### src/logic/qdac_pkg.sv
// Package of the quad converter serial control block.
// Assumes a single system clock; all pins are sampled by the block itself.
package qdac_pkg;

   // ************************************************************
   // Word layout
   // ************************************************************
   localparam int WORD_BITS = 12;
   localparam int DATA_BITS = 8;
   localparam int NUM_CHAN = 4;
   localparam int SHIFT_DEPTH = 12;
   localparam int ADDR_HI_POS = 11;
   localparam int ADDR_LO_POS = 10;
   localparam int CTRL_HI_POS = 9;
   localparam int CTRL_LO_POS = 8;
   localparam int DATA_MSB_POS = 7;
   localparam int SYNC_STAGES = 2;

   // ************************************************************
   // Reset values
   // ************************************************************
   localparam logic [7:0] CODE_RST = 8'h00;
   localparam logic [11:0] SHIFT_RST = 12'h000;
   localparam logic USER_OUT_RST = 1'b0;
   localparam logic DOUT_RST = 1'b0;

   // ************************************************************
   // Commands: address pair then control pair
   // ************************************************************
   localparam logic [3:0] OP_NOP = 4'h0;
   localparam logic [3:0] OP_USER_LOW = 4'h2;
   localparam logic [3:0] OP_SW_LOAD = 4'h4;
   localparam logic [3:0] OP_USER_HIGH = 4'h6;
   localparam logic [3:0] OP_LOAD_ALL = 4'h8;
   localparam logic [3:0] OP_EDGE_FALL = 4'hA;
   localparam logic [3:0] OP_SHUTDOWN = 4'hC;
   localparam logic [3:0] OP_EDGE_RISE = 4'hE;
   localparam logic [1:0] CTRL_INPUT_ONLY = 2'h1;
   localparam logic [1:0] CTRL_INPUT_UPD = 2'h3;

   typedef enum logic [0:0] {
      QDAC_LAUNCH_FALL = 1'b0,
      QDAC_LAUNCH_RISE = 1'b1
   } qdac_launch_t;

   typedef struct packed {
      logic chan_addr_hi;
      logic chan_addr_lo;
      logic ctrl_bit_hi;
      logic ctrl_bit_lo;
      logic [7:0] data;
   } qdac_word_t;

   typedef struct packed {
      logic sclk;
      logic cs_n;
      logic din;
   } qdac_serial_t;

endpackage : qdac_pkg

### src/logic/qdac_sync.sv
// Two-stage synchroniser for a group of pin levels.
// Assumes the inputs may change at any time relative to clk_sys.
module qdac_sync
   import qdac_pkg::*;
(
   // Clock and reset
   input wire logic clk_sys,
   input wire logic srst,
   // Pins
   input wire logic [4:0] pin_in,
   output logic [4:0] pin_sync
);

   logic [4:0] meta_reg;
   logic [4:0] sync_reg;

   // Reset state: strobes idle high, sclk and din low (sclk,cs_n,din,load_dac_n_n,clr_n)
   always_ff @(posedge clk_sys) begin
      if (srst) begin
         meta_reg <= 5'h0B;
         sync_reg <= 5'h0B;
      end else begin
         meta_reg <= pin_in;
         sync_reg <= meta_reg;
      end
   end

   assign pin_sync = sync_reg;

endmodule : qdac_sync

### src/logic/qdac_shift.sv
// Twelve-stage serial shift register with delayed serial output.
// Assumes shift_en and launch strobes come from edge detection on clk_sys.
module qdac_shift
   import qdac_pkg::*;
(
   // Clock and reset
   input wire logic clk_sys,
   input wire logic srst,
   // Control
   input wire logic shift_en,
   input wire logic launch_en,
   input wire logic din,
   // State
   output logic [11:0] word,
   output logic dout
);

   logic [11:0] word_reg;
   logic dout_reg;

   // Captures on sclk rise; older bits fall off the top so only last 12 stay
   always_ff @(posedge clk_sys) begin
      if (srst) begin
         word_reg <= SHIFT_RST;
      end else if (shift_en) begin
         word_reg <= {word_reg[10:0], din};
      end
   end

   // Holds its value between launches, so never floats
   always_ff @(posedge clk_sys) begin
      if (srst) begin
         dout_reg <= DOUT_RST;
      end else if (launch_en) begin
         dout_reg <= word_reg[11];
      end
   end

   assign word = word_reg;
   assign dout = dout_reg;

endmodule : qdac_shift

### src/logic/qdac_ctrl.sv
// Top of the quad converter serial control block.
// Assumes sclk, cs_n, din, load_dac_n and clear_n are pins asynchronous
// to clk_sys; sclk must be slower than a quarter of clk_sys.

// Function
// - Reset clears shifter and all codes
// - Output launches on falling edge after reset
// - MSB first; 4+8 or 12 same
// - Sixteen bits: keep last twelve only
// - Output shifts while input shifts
// - Serial output always driven
// - Capture input on rising edge, select low
// - Output delayed twelve clocks, selected edge
// - Select high: ignore clock, hold output
// - Decode only on select rising
// - Load low copies input to converter
// - Clear low zeroes all code registers
// - Shutdown only with enable high
// - Address, control, eight data bits
// - Both address ones with control 10 select rising launch
// - Code 01 input, 11 input plus update
// - 0100 update all, 1000 load all
// - Shutdown, user low/high, no-op commands
// - 1110 rising, 1010 falling, plus update
module qdac_ctrl
   import qdac_pkg::*;
(
   // Clock and reset
   input wire logic clk_sys,
   input wire logic srst,
   // Serial pins
   input wire logic sclk,
   input wire logic cs_n,
   input wire logic din,
   output logic dout,
   // Control pins
   input wire logic load_dac_n,
   input wire logic clear_n,
   input wire logic powerdown_enable,
   output logic user_logic_out,
   // Converter state
   output logic [7:0] dac_code_a,
   output logic [7:0] dac_code_b,
   output logic [7:0] dac_code_c,
   output logic [7:0] dac_code_d,
   output logic shutdown
);

   // ************************************************************
   // Pin sampling
   // ************************************************************
   logic [4:0] pin_sync;
   qdac_serial_t ser;
   logic load_n_s;
   logic clear_n_s;
   logic pde_meta_reg;
   logic pde_reg;

   qdac_sync u_sync (
      .clk_sys(clk_sys),
      .srst(srst),
      .pin_in({sclk, cs_n, din, load_dac_n, clear_n}),
      .pin_sync(pin_sync)
   );

   assign ser = qdac_serial_t'(pin_sync[4:2]);
   assign load_n_s = pin_sync[1];
   assign clear_n_s = pin_sync[0];

   always_ff @(posedge clk_sys) begin
      if (srst) begin
         pde_meta_reg <= 1'b0;
         pde_reg <= 1'b0;
      end else begin
         pde_meta_reg <= powerdown_enable;
         pde_reg <= pde_meta_reg;
      end
   end

   // ************************************************************
   // Edge detection
   // ************************************************************
   logic sclk_d_reg;
   logic cs_n_d_reg;
   logic sclk_rise;
   logic sclk_fall;
   logic cs_rise;

   always_ff @(posedge clk_sys) begin
      if (srst) begin
         sclk_d_reg <= 1'b0;
         cs_n_d_reg <= 1'b1;
      end else begin
         sclk_d_reg <= ser.sclk;
         cs_n_d_reg <= ser.cs_n;
      end
   end

   // Select high masks both edges so the clock is ignored
   assign sclk_rise = ser.sclk && !sclk_d_reg && !ser.cs_n;
   assign sclk_fall = !ser.sclk && sclk_d_reg && !ser.cs_n;
   assign cs_rise = ser.cs_n && !cs_n_d_reg;

   // ************************************************************
   // Shift path
   // ************************************************************
   qdac_launch_t launch_reg;
   logic launch_en;
   logic [11:0] shift_word;
   qdac_word_t cmd;

   // Output stage samples the top bit before the shift lands, giving the
   // twelve-clock delay on either edge
   assign launch_en = (launch_reg == QDAC_LAUNCH_RISE) ? sclk_rise : sclk_fall;

   qdac_shift u_shift (
      .clk_sys(clk_sys),
      .srst(srst),
      .shift_en(sclk_rise),
      .launch_en(launch_en),
      .din(ser.din),
      .word(shift_word),
      .dout(dout)
   );

   assign cmd = qdac_word_t'(shift_word);

   // ************************************************************
   // Decode
   // ************************************************************
   logic [3:0] op;
   logic [1:0] chan;
   logic ld_input;
   logic upd_all;
   logic ld_all;
   logic sd_set;
   logic sd_clr;

   function automatic logic is_op(input logic [3:0] code, input logic [3:0] want);
      is_op = (code == want);
   endfunction : is_op

   assign op = {cmd.chan_addr_hi, cmd.chan_addr_lo, cmd.ctrl_bit_hi, cmd.ctrl_bit_lo};
   assign chan = {cmd.chan_addr_hi, cmd.chan_addr_lo};

   // Commands act only on select rising; nop matches nothing here
   assign ld_input = cs_rise && (op[1:0] == CTRL_INPUT_ONLY
      || op[1:0] == CTRL_INPUT_UPD);
   assign upd_all = cs_rise && (op[1:0] == CTRL_INPUT_UPD || is_op(op, OP_SW_LOAD)
      || is_op(op, OP_EDGE_RISE) || is_op(op, OP_EDGE_FALL));
   assign ld_all = cs_rise && is_op(op, OP_LOAD_ALL);
   assign sd_set = cs_rise && is_op(op, OP_SHUTDOWN) && pde_reg;
   assign sd_clr = cs_rise && (is_op(op, OP_SW_LOAD) || is_op(op, OP_LOAD_ALL));

   // ************************************************************
   // Channel registers
   // ************************************************************
   logic [7:0] in_reg [NUM_CHAN];
   logic [7:0] dac_reg [NUM_CHAN];

   // Clear pin wins over every load; it is sampled, so "immediate" means
   // within the synchroniser latency
   always_ff @(posedge clk_sys) begin
      for (int i = 0; i < NUM_CHAN; i++) begin
         if (srst || !clear_n_s) begin
            in_reg[i] <= CODE_RST;
         end else if (ld_input && chan == 2'(i)) begin
            in_reg[i] <= cmd.data;
         end
      end
   end

   // Input-plus-update takes the fresh byte for the addressed channel
   always_ff @(posedge clk_sys) begin
      for (int i = 0; i < NUM_CHAN; i++) begin
         if (srst || !clear_n_s) begin
            dac_reg[i] <= CODE_RST;
         end else if (ld_all) begin
            dac_reg[i] <= cmd.data;
         end else if (upd_all && op[1:0] == CTRL_INPUT_UPD && chan == 2'(i)) begin
            dac_reg[i] <= cmd.data;
         end else if (upd_all || !load_n_s) begin
            dac_reg[i] <= in_reg[i];
         end
      end
   end

   // ************************************************************
   // Mode, shutdown and user output
   // ************************************************************
   logic shutdown_reg;
   logic user_reg;

   always_ff @(posedge clk_sys) begin
      if (srst) begin
         launch_reg <= QDAC_LAUNCH_FALL;
      end else if (cs_rise && is_op(op, OP_EDGE_RISE)) begin
         launch_reg <= QDAC_LAUNCH_RISE;
      end else if (cs_rise && is_op(op, OP_EDGE_FALL)) begin
         launch_reg <= QDAC_LAUNCH_FALL;
      end
   end

   always_ff @(posedge clk_sys) begin
      if (srst || !clear_n_s) begin
         shutdown_reg <= 1'b0;
      end else if (sd_set) begin
         shutdown_reg <= 1'b1;
      end else if (sd_clr) begin
         shutdown_reg <= 1'b0;
      end
   end

   always_ff @(posedge clk_sys) begin
      if (srst || !clear_n_s) begin
         user_reg <= USER_OUT_RST;
      end else if (cs_rise && is_op(op, OP_USER_LOW)) begin
         user_reg <= 1'b0;
      end else if (cs_rise && is_op(op, OP_USER_HIGH)) begin
         user_reg <= 1'b1;
      end
   end

   assign user_logic_out = user_reg;
   assign shutdown = shutdown_reg;
   assign dac_code_a = dac_reg[0];
   assign dac_code_b = dac_reg[1];
   assign dac_code_c = dac_reg[2];
   assign dac_code_d = dac_reg[3];
endmodule : qdac_ctrl

### config.mk
export PLATFORM = sky130hd
export DESIGN_NAME = qdac_ctrl
export DESIGN_NICKNAME = d
export VERILOG_FILES = /design/src/logic/qdac_pkg.sv /design/src/logic/qdac_sync.sv /design/src/logic/qdac_shift.sv /design/src/logic/qdac_ctrl.sv
export SDC_FILE = /design/constraint.sdc
export NUM_CORES = 1
export LEC_CHECK = 0
export BUFFER_PORTS_ARGS = -buffer_cell sky130_fd_sc_hd__buf_4
export CAP_MARGIN = 20
export CELL_PAD_IN_SITES_DETAIL_PLACEMENT = 0
export CELL_PAD_IN_SITES_GLOBAL_PLACEMENT = 1
export CORE_MARGIN = 2
export CORE_UTILIZATION = 43
export CTS_BUF_LIST = sky130_fd_sc_hd__clkbuf_16
export CTS_CLUSTER_SIZE = 16
export DETAILED_ROUTE_END_ITERATION = 10
export GPL_ROUTABILITY_DRIVEN = 1
export PLACE_DENSITY_LB_ADDON = 0.1
export SYNTH_ARGS = -nofsm -noshare
export SYNTH_HDL_FRONTEND = slang
export SYNTH_HIERARCHICAL = 1
export SYNTH_SLANG_ARGS = --single-unit
### constraint.sdc
create_clock -name clk_sys -period 1.97 [get_ports clk_sys]
set_input_delay 0.197 -clock clk_sys [delete_from_list [all_inputs] [get_ports clk_sys]]
set_output_delay 0.197 -clock clk_sys [all_outputs]
set_load 0.01 [all_outputs]
* Word level (Yosys, flattened, before mapping)
Memories as Yosys holds them, arrays and structs flattened. Index checks and enable logic that the tools add are counted.
Word-level totals: flip-flop bits (word level) 30, output and inout port bits 35, word-level logic and storage cells 153, memories kept 2, memory bits (writable) 64
Memory list:
- dac_reg | words 4, width 8, read ports 4, clocked after Yosys merged registers in 0, wr ports 4, RTL line qdac_ctrl.sv:159 | logic [7:0] dac_reg [NUM_CHAN];
- in_reg | words 4, width 8, read ports 4, clocked after Yosys merged registers in 0, wr ports 4, RTL line qdac_ctrl.sv:158 | logic [7:0] in_reg [NUM_CHAN];
Cells by class: muxes and demuxes 71, reduce and logical (&&, ||, !) cells 41, eq/ne operators 12, bitwise operators 16
Operator list (number):
- 8-bit 2-to-1 mux | 16
- 1-bit 2-to-1 mux | 55
- 1-bit logical AND | 24
- 4-bit == test, second input constant | 4
- 1-bit bitwise OR | 16
- 4-bit by 3-bit == test with 1-bit output, second input constant | 2
- 1-bit logical OR | 7
- 2-bit == test, second input constant | 3
- 1-bit zero test | 6
- 2-bit by 1-bit == test with 1-bit output, second input constant | 2
- 4-bit by 2-bit == test with 1-bit output, second input constant | 1
- 2-bit nonzero test | 2
- 2-bit zero test | 1
- 2-bit OR reduction | 1

* Longest topological paths before layout
word-level depth 13, depth in mapped cells 6

* Cells and area by module
The synthesis kept the hierarchy.
Modules (own cells, without submodules):
- qdac_ctrl | area each 3183.1 sq um, cells an instance 227, sequential area each 2062.0 sq um, times used 1
- qdac_shift | area each 454.2 sq um, cells an instance 41, sequential area each 260.2 sq um, times used 1
- qdac_sync | area each 262.8 sq um, cells an instance 20, sequential area each 200.2 sq um, times used 1

* Worst setup path after synthesis
OpenSTA, ideal clock, no wires.
path kind register to register, start register u_shift.word_reg[11], in the netlist u_shift/word[11], end memory dac_reg[0][0], enable pin, arrival 1.584 ns, slack 0.092 ns, path buffers 2, setup time 0.294 ns, stages on the path, launching flop included 6, clock period less this slack 1.878 ns, cells stage by stage dfxtp_1 > buf_6 > or2_1 > o221a_2 > clkbuf_1 > or3_1
RTL lines:
- from (decl) | RTL line qdac_shift.sv:18 | logic [11:0] word_reg;
- from (signal assigned) | RTL line qdac_shift.sv:26 | word_reg <= {word_reg[10:0], din};
- to (decl) | RTL line qdac_ctrl.sv:159

==> run metrics <==
result of the run=completed; Netlist cell types=38; relative contribution of sequential cells to total power=53.0%; EDFF count, synth=64; number of I/O pins=43; instance count on the critical path=5; critical path peak fanout=9; sum of negative setup slack=0 ps; Residual DRC=0; Die ar.=9850 sq um; number of placement rows=34; number of cell instances on the worst register-to-register path=5; total half-perimeter wirelength after legalization and detailed placement=4940 um; fin crit period=1860 ps; Net Count, Synth=296; GRT Util Overall=around 16%; combinational cell fraction of total power=4.6%; area used by multi-input combinational logic=approximately 1300 sq um; clock tree from TritonCTS=built; Worst setup SP type=register; CTS Buf Count=9; category of the most critical setup path=reg2reg; Vert. Die Dim=99.2 um; max_cap viols=0; switching power total=between 0.8 and 0.9 mW; PD cells=882 nW/um^2; Seq/Total Area, Yosys=64.7%; clock power share=42.5%; gate count after technology mapping=288; Initial Util=around 45%; final period utilization=94.5%; ANT nets after route=0; clock transition at the register clock pins on the worst setup and hold paths after CTS=60 ps; capturing point of the worst reg2reg path=dac_reg[2][6]; metal1 wirelength=3540 um; router iterations before antenna repair=4; number of hold-slack violations in the final timing report=0; count of nets after finishing=351; Reg area=between 2000 and 3000 sq um; netlist area before placement=3900 sq um; placed instance area=4400 sq um; Max VDD drop=389 uV; launching element of the worst setup path=u_shift/word[10]; post-route cell area=approximately 4700 sq um; reg2reg setup slack=between 100 and 150 ps; routed length on met3=231 um; mean instance size in the synthesized netlist=13.5 sq um; critical path endpoint category=register; yosys synthesis warning count=6; pin count of the biggest net entering global routing=25; Detail Route met2 WL=~3300 um; total length of routed wires=7290 um; fraction of layout cells with a size suffix above 1=25.0%; reg2reg start=u_shift/word[10]; final setup skew=about 5.3 ps; critical path arrival=just under 2000 ps; Max-Slew Margin vs Limit=about 61%; buffer depth of the longest clock path=2; unrepaired setup endpoints after global routing=no; initial antenna violation count=0; number of pins exceeding their max-slew limit in the final report=0; leakage power of the design=around 1.9 nW; overflow left after global routing=0; global-route wire length before repair=between 10000 and 15000 um; count of endpoints failing setup in the final report=0; Slowest Stage Delay on Critical Path=480 ps; P&R area growth vs syn=21.3%; Primary FF master, synth=edfxtp_1; slowest cell on the critical path=dfxtp_1; clock root buffer master=clkbuf_16; Placer Congestion=0.783; crit path cell chain=nor2b_1 -> a221oi_2 -> or3_1 -> buf_12 -> mux2i_1; FFs w/ async S/R, synth=0%; type of the worst min-delay path=in2reg; H-tree depth=3; Filler Cell Count=approximately 800; peak clock frequency supported by timing=0.537 GHz; critical path required time=2040 ps; Worst Tran Pin Value=583 ps; iteration-0 DRC count of the detailed router=103; Worst Setup EP=dac_reg[2][6]; detailed-route vias per instance=5.06; switching share of power=between 10% and 20%; ant diodes=0; buffers added on ports=42; insertion delay of the later-clocked pin in the worst-skew pair=roughly 330 ps; top routing layer used=met4; synthesized flop and latch total=between 90 and 100; via count of the first global-routing pass=about 2300; floorplan core area=8760 sq um; critical path buffer and inverter count=1; Largest delay share family, worst path=simple AND/OR/NAND/NOR gates; Chip Width=99.2 um; per-cell routed wire length=about 16 um; clock net sink count=94; internal power contribution=3.36 mW; via count=2308
==> cells by family (layout without fill, tap and decap cells) <==
logic type             Yosys count  after routing  synth area share [%]
AND/OR/NAND/NOR                105            105                  16.2
multiplexers                    23             23                  5.90
AO/OA/AOI/OAI                   44             44                  10.4
flip-flops                      94             94                  64.7
buffers and inverters           22             82                  2.82
==> power by group through the flow <==
stage	sequential [mW]	clock, mW	combinational [mW]
final	2.21	1.77	0.191
after global routing	2.22	1.89	0.207
after CTS	2.21	1.80	0.192
after detailed placement	2.25	0	0.192
after global placement	2.25	0	0.189
after floorplan	2.27	0	0.0739
==> final cells by class <==
class | count | share of cell area, %
Clock inverter | 7 | 1.77
Clock buffer | 9 | 4.76
Multi-Input combinational cell | 172 | 27.2
Sequential cell | 94 | 53.3
Timing Repair Buffer | 57 | 9.31
Inverter | 9 | 0.714
Tap cell | 108 | 2.86
==> cells in the final DEF (no fill, tap or decap), drive strengths merged, types with 3 or more instances in the layout <==
| master | instances |
|---|---|
| dfxtp | 30 |
| buf | 57 |
| o211ai | 8 |
| a22o | 24 |
| inv | 12 |
| or2 | 8 |
| nor2 | 20 |
| clkbuf | 9 |
| or3 | 5 |
| and2 | 25 |
| nand2 | 8 |
| nand2b | 3 |
| nor2b | 10 |
| a21oi | 6 |
| nor3b | 4 |
| and3 | 10 |
| edfxtp | 64 |
| mux2i | 23 |
==> Yosys cell counts (all sizes together), types with 6 or more instances <==
library cell,count,area (sq um)
a22o,24,210
buf,8,57.6
and2,25,156
nand2,8,30.0
or2,8,50.1
o211ai,8,60.1
and3,10,62.6
edfxtp,64,1920
nor2b,10,62.6
dfxtp,30,601
inv,9,33.8
nor2,20,75.1
a21oi,6,63.8
mux2i,23,230
==> routing by layer <==
metal  vias to the layer above  track usage, %
li1                       1166               -
met1                      1081            20.9
met2                        46            24.7
met3                        15            2.74
met4                         0            7.90
met5                         -               0
==> metrics by stage <==
step                      power (mW)  setup slack [ps]  std cells  hold slack [ps]  utilization, %
after global placement          2.44               132        440              378            50.3
after CTS                       4.20               108        456             30.5            53.8
final                           4.17               108        456             40.3            54.0
after global routing            4.31              2.92        456             36.2            54.0
after detailed placement        2.45               125        440              378            50.3
after floorplan                 2.34              91.7        288              269               -
==> how the worst min path moves through the flow <==
stage | startpoint | depth (start not counted) | to | slack [ps]
2_1_floorplan | srst | 1 | pde_meta_reg | 270
3_3_place_gp | load_dac_n | 2 | u_sync/meta_reg[1] | 380
3_5_place_dp | load_dac_n | 2 | u_sync/meta_reg[1] | 380
4_1_cts | load_dac_n | 2 | u_sync/meta_reg[1] | 30
5_1_grt | cs_n | 2 | u_sync/meta_reg[3] | 40
6_report | load_dac_n | 2 | u_sync/meta_reg[1] | 40
==> repair_timing <==
| item | in CTS | in global routing |
|---|---|---|
| setup endpoints to repair | 0 | 22 |
| buffers inserted | 0 | 0 |
| resized for setup | 0 | 5 |
| hold buffers | 0 | 0 |
Power figures use the tool's default switching activity.
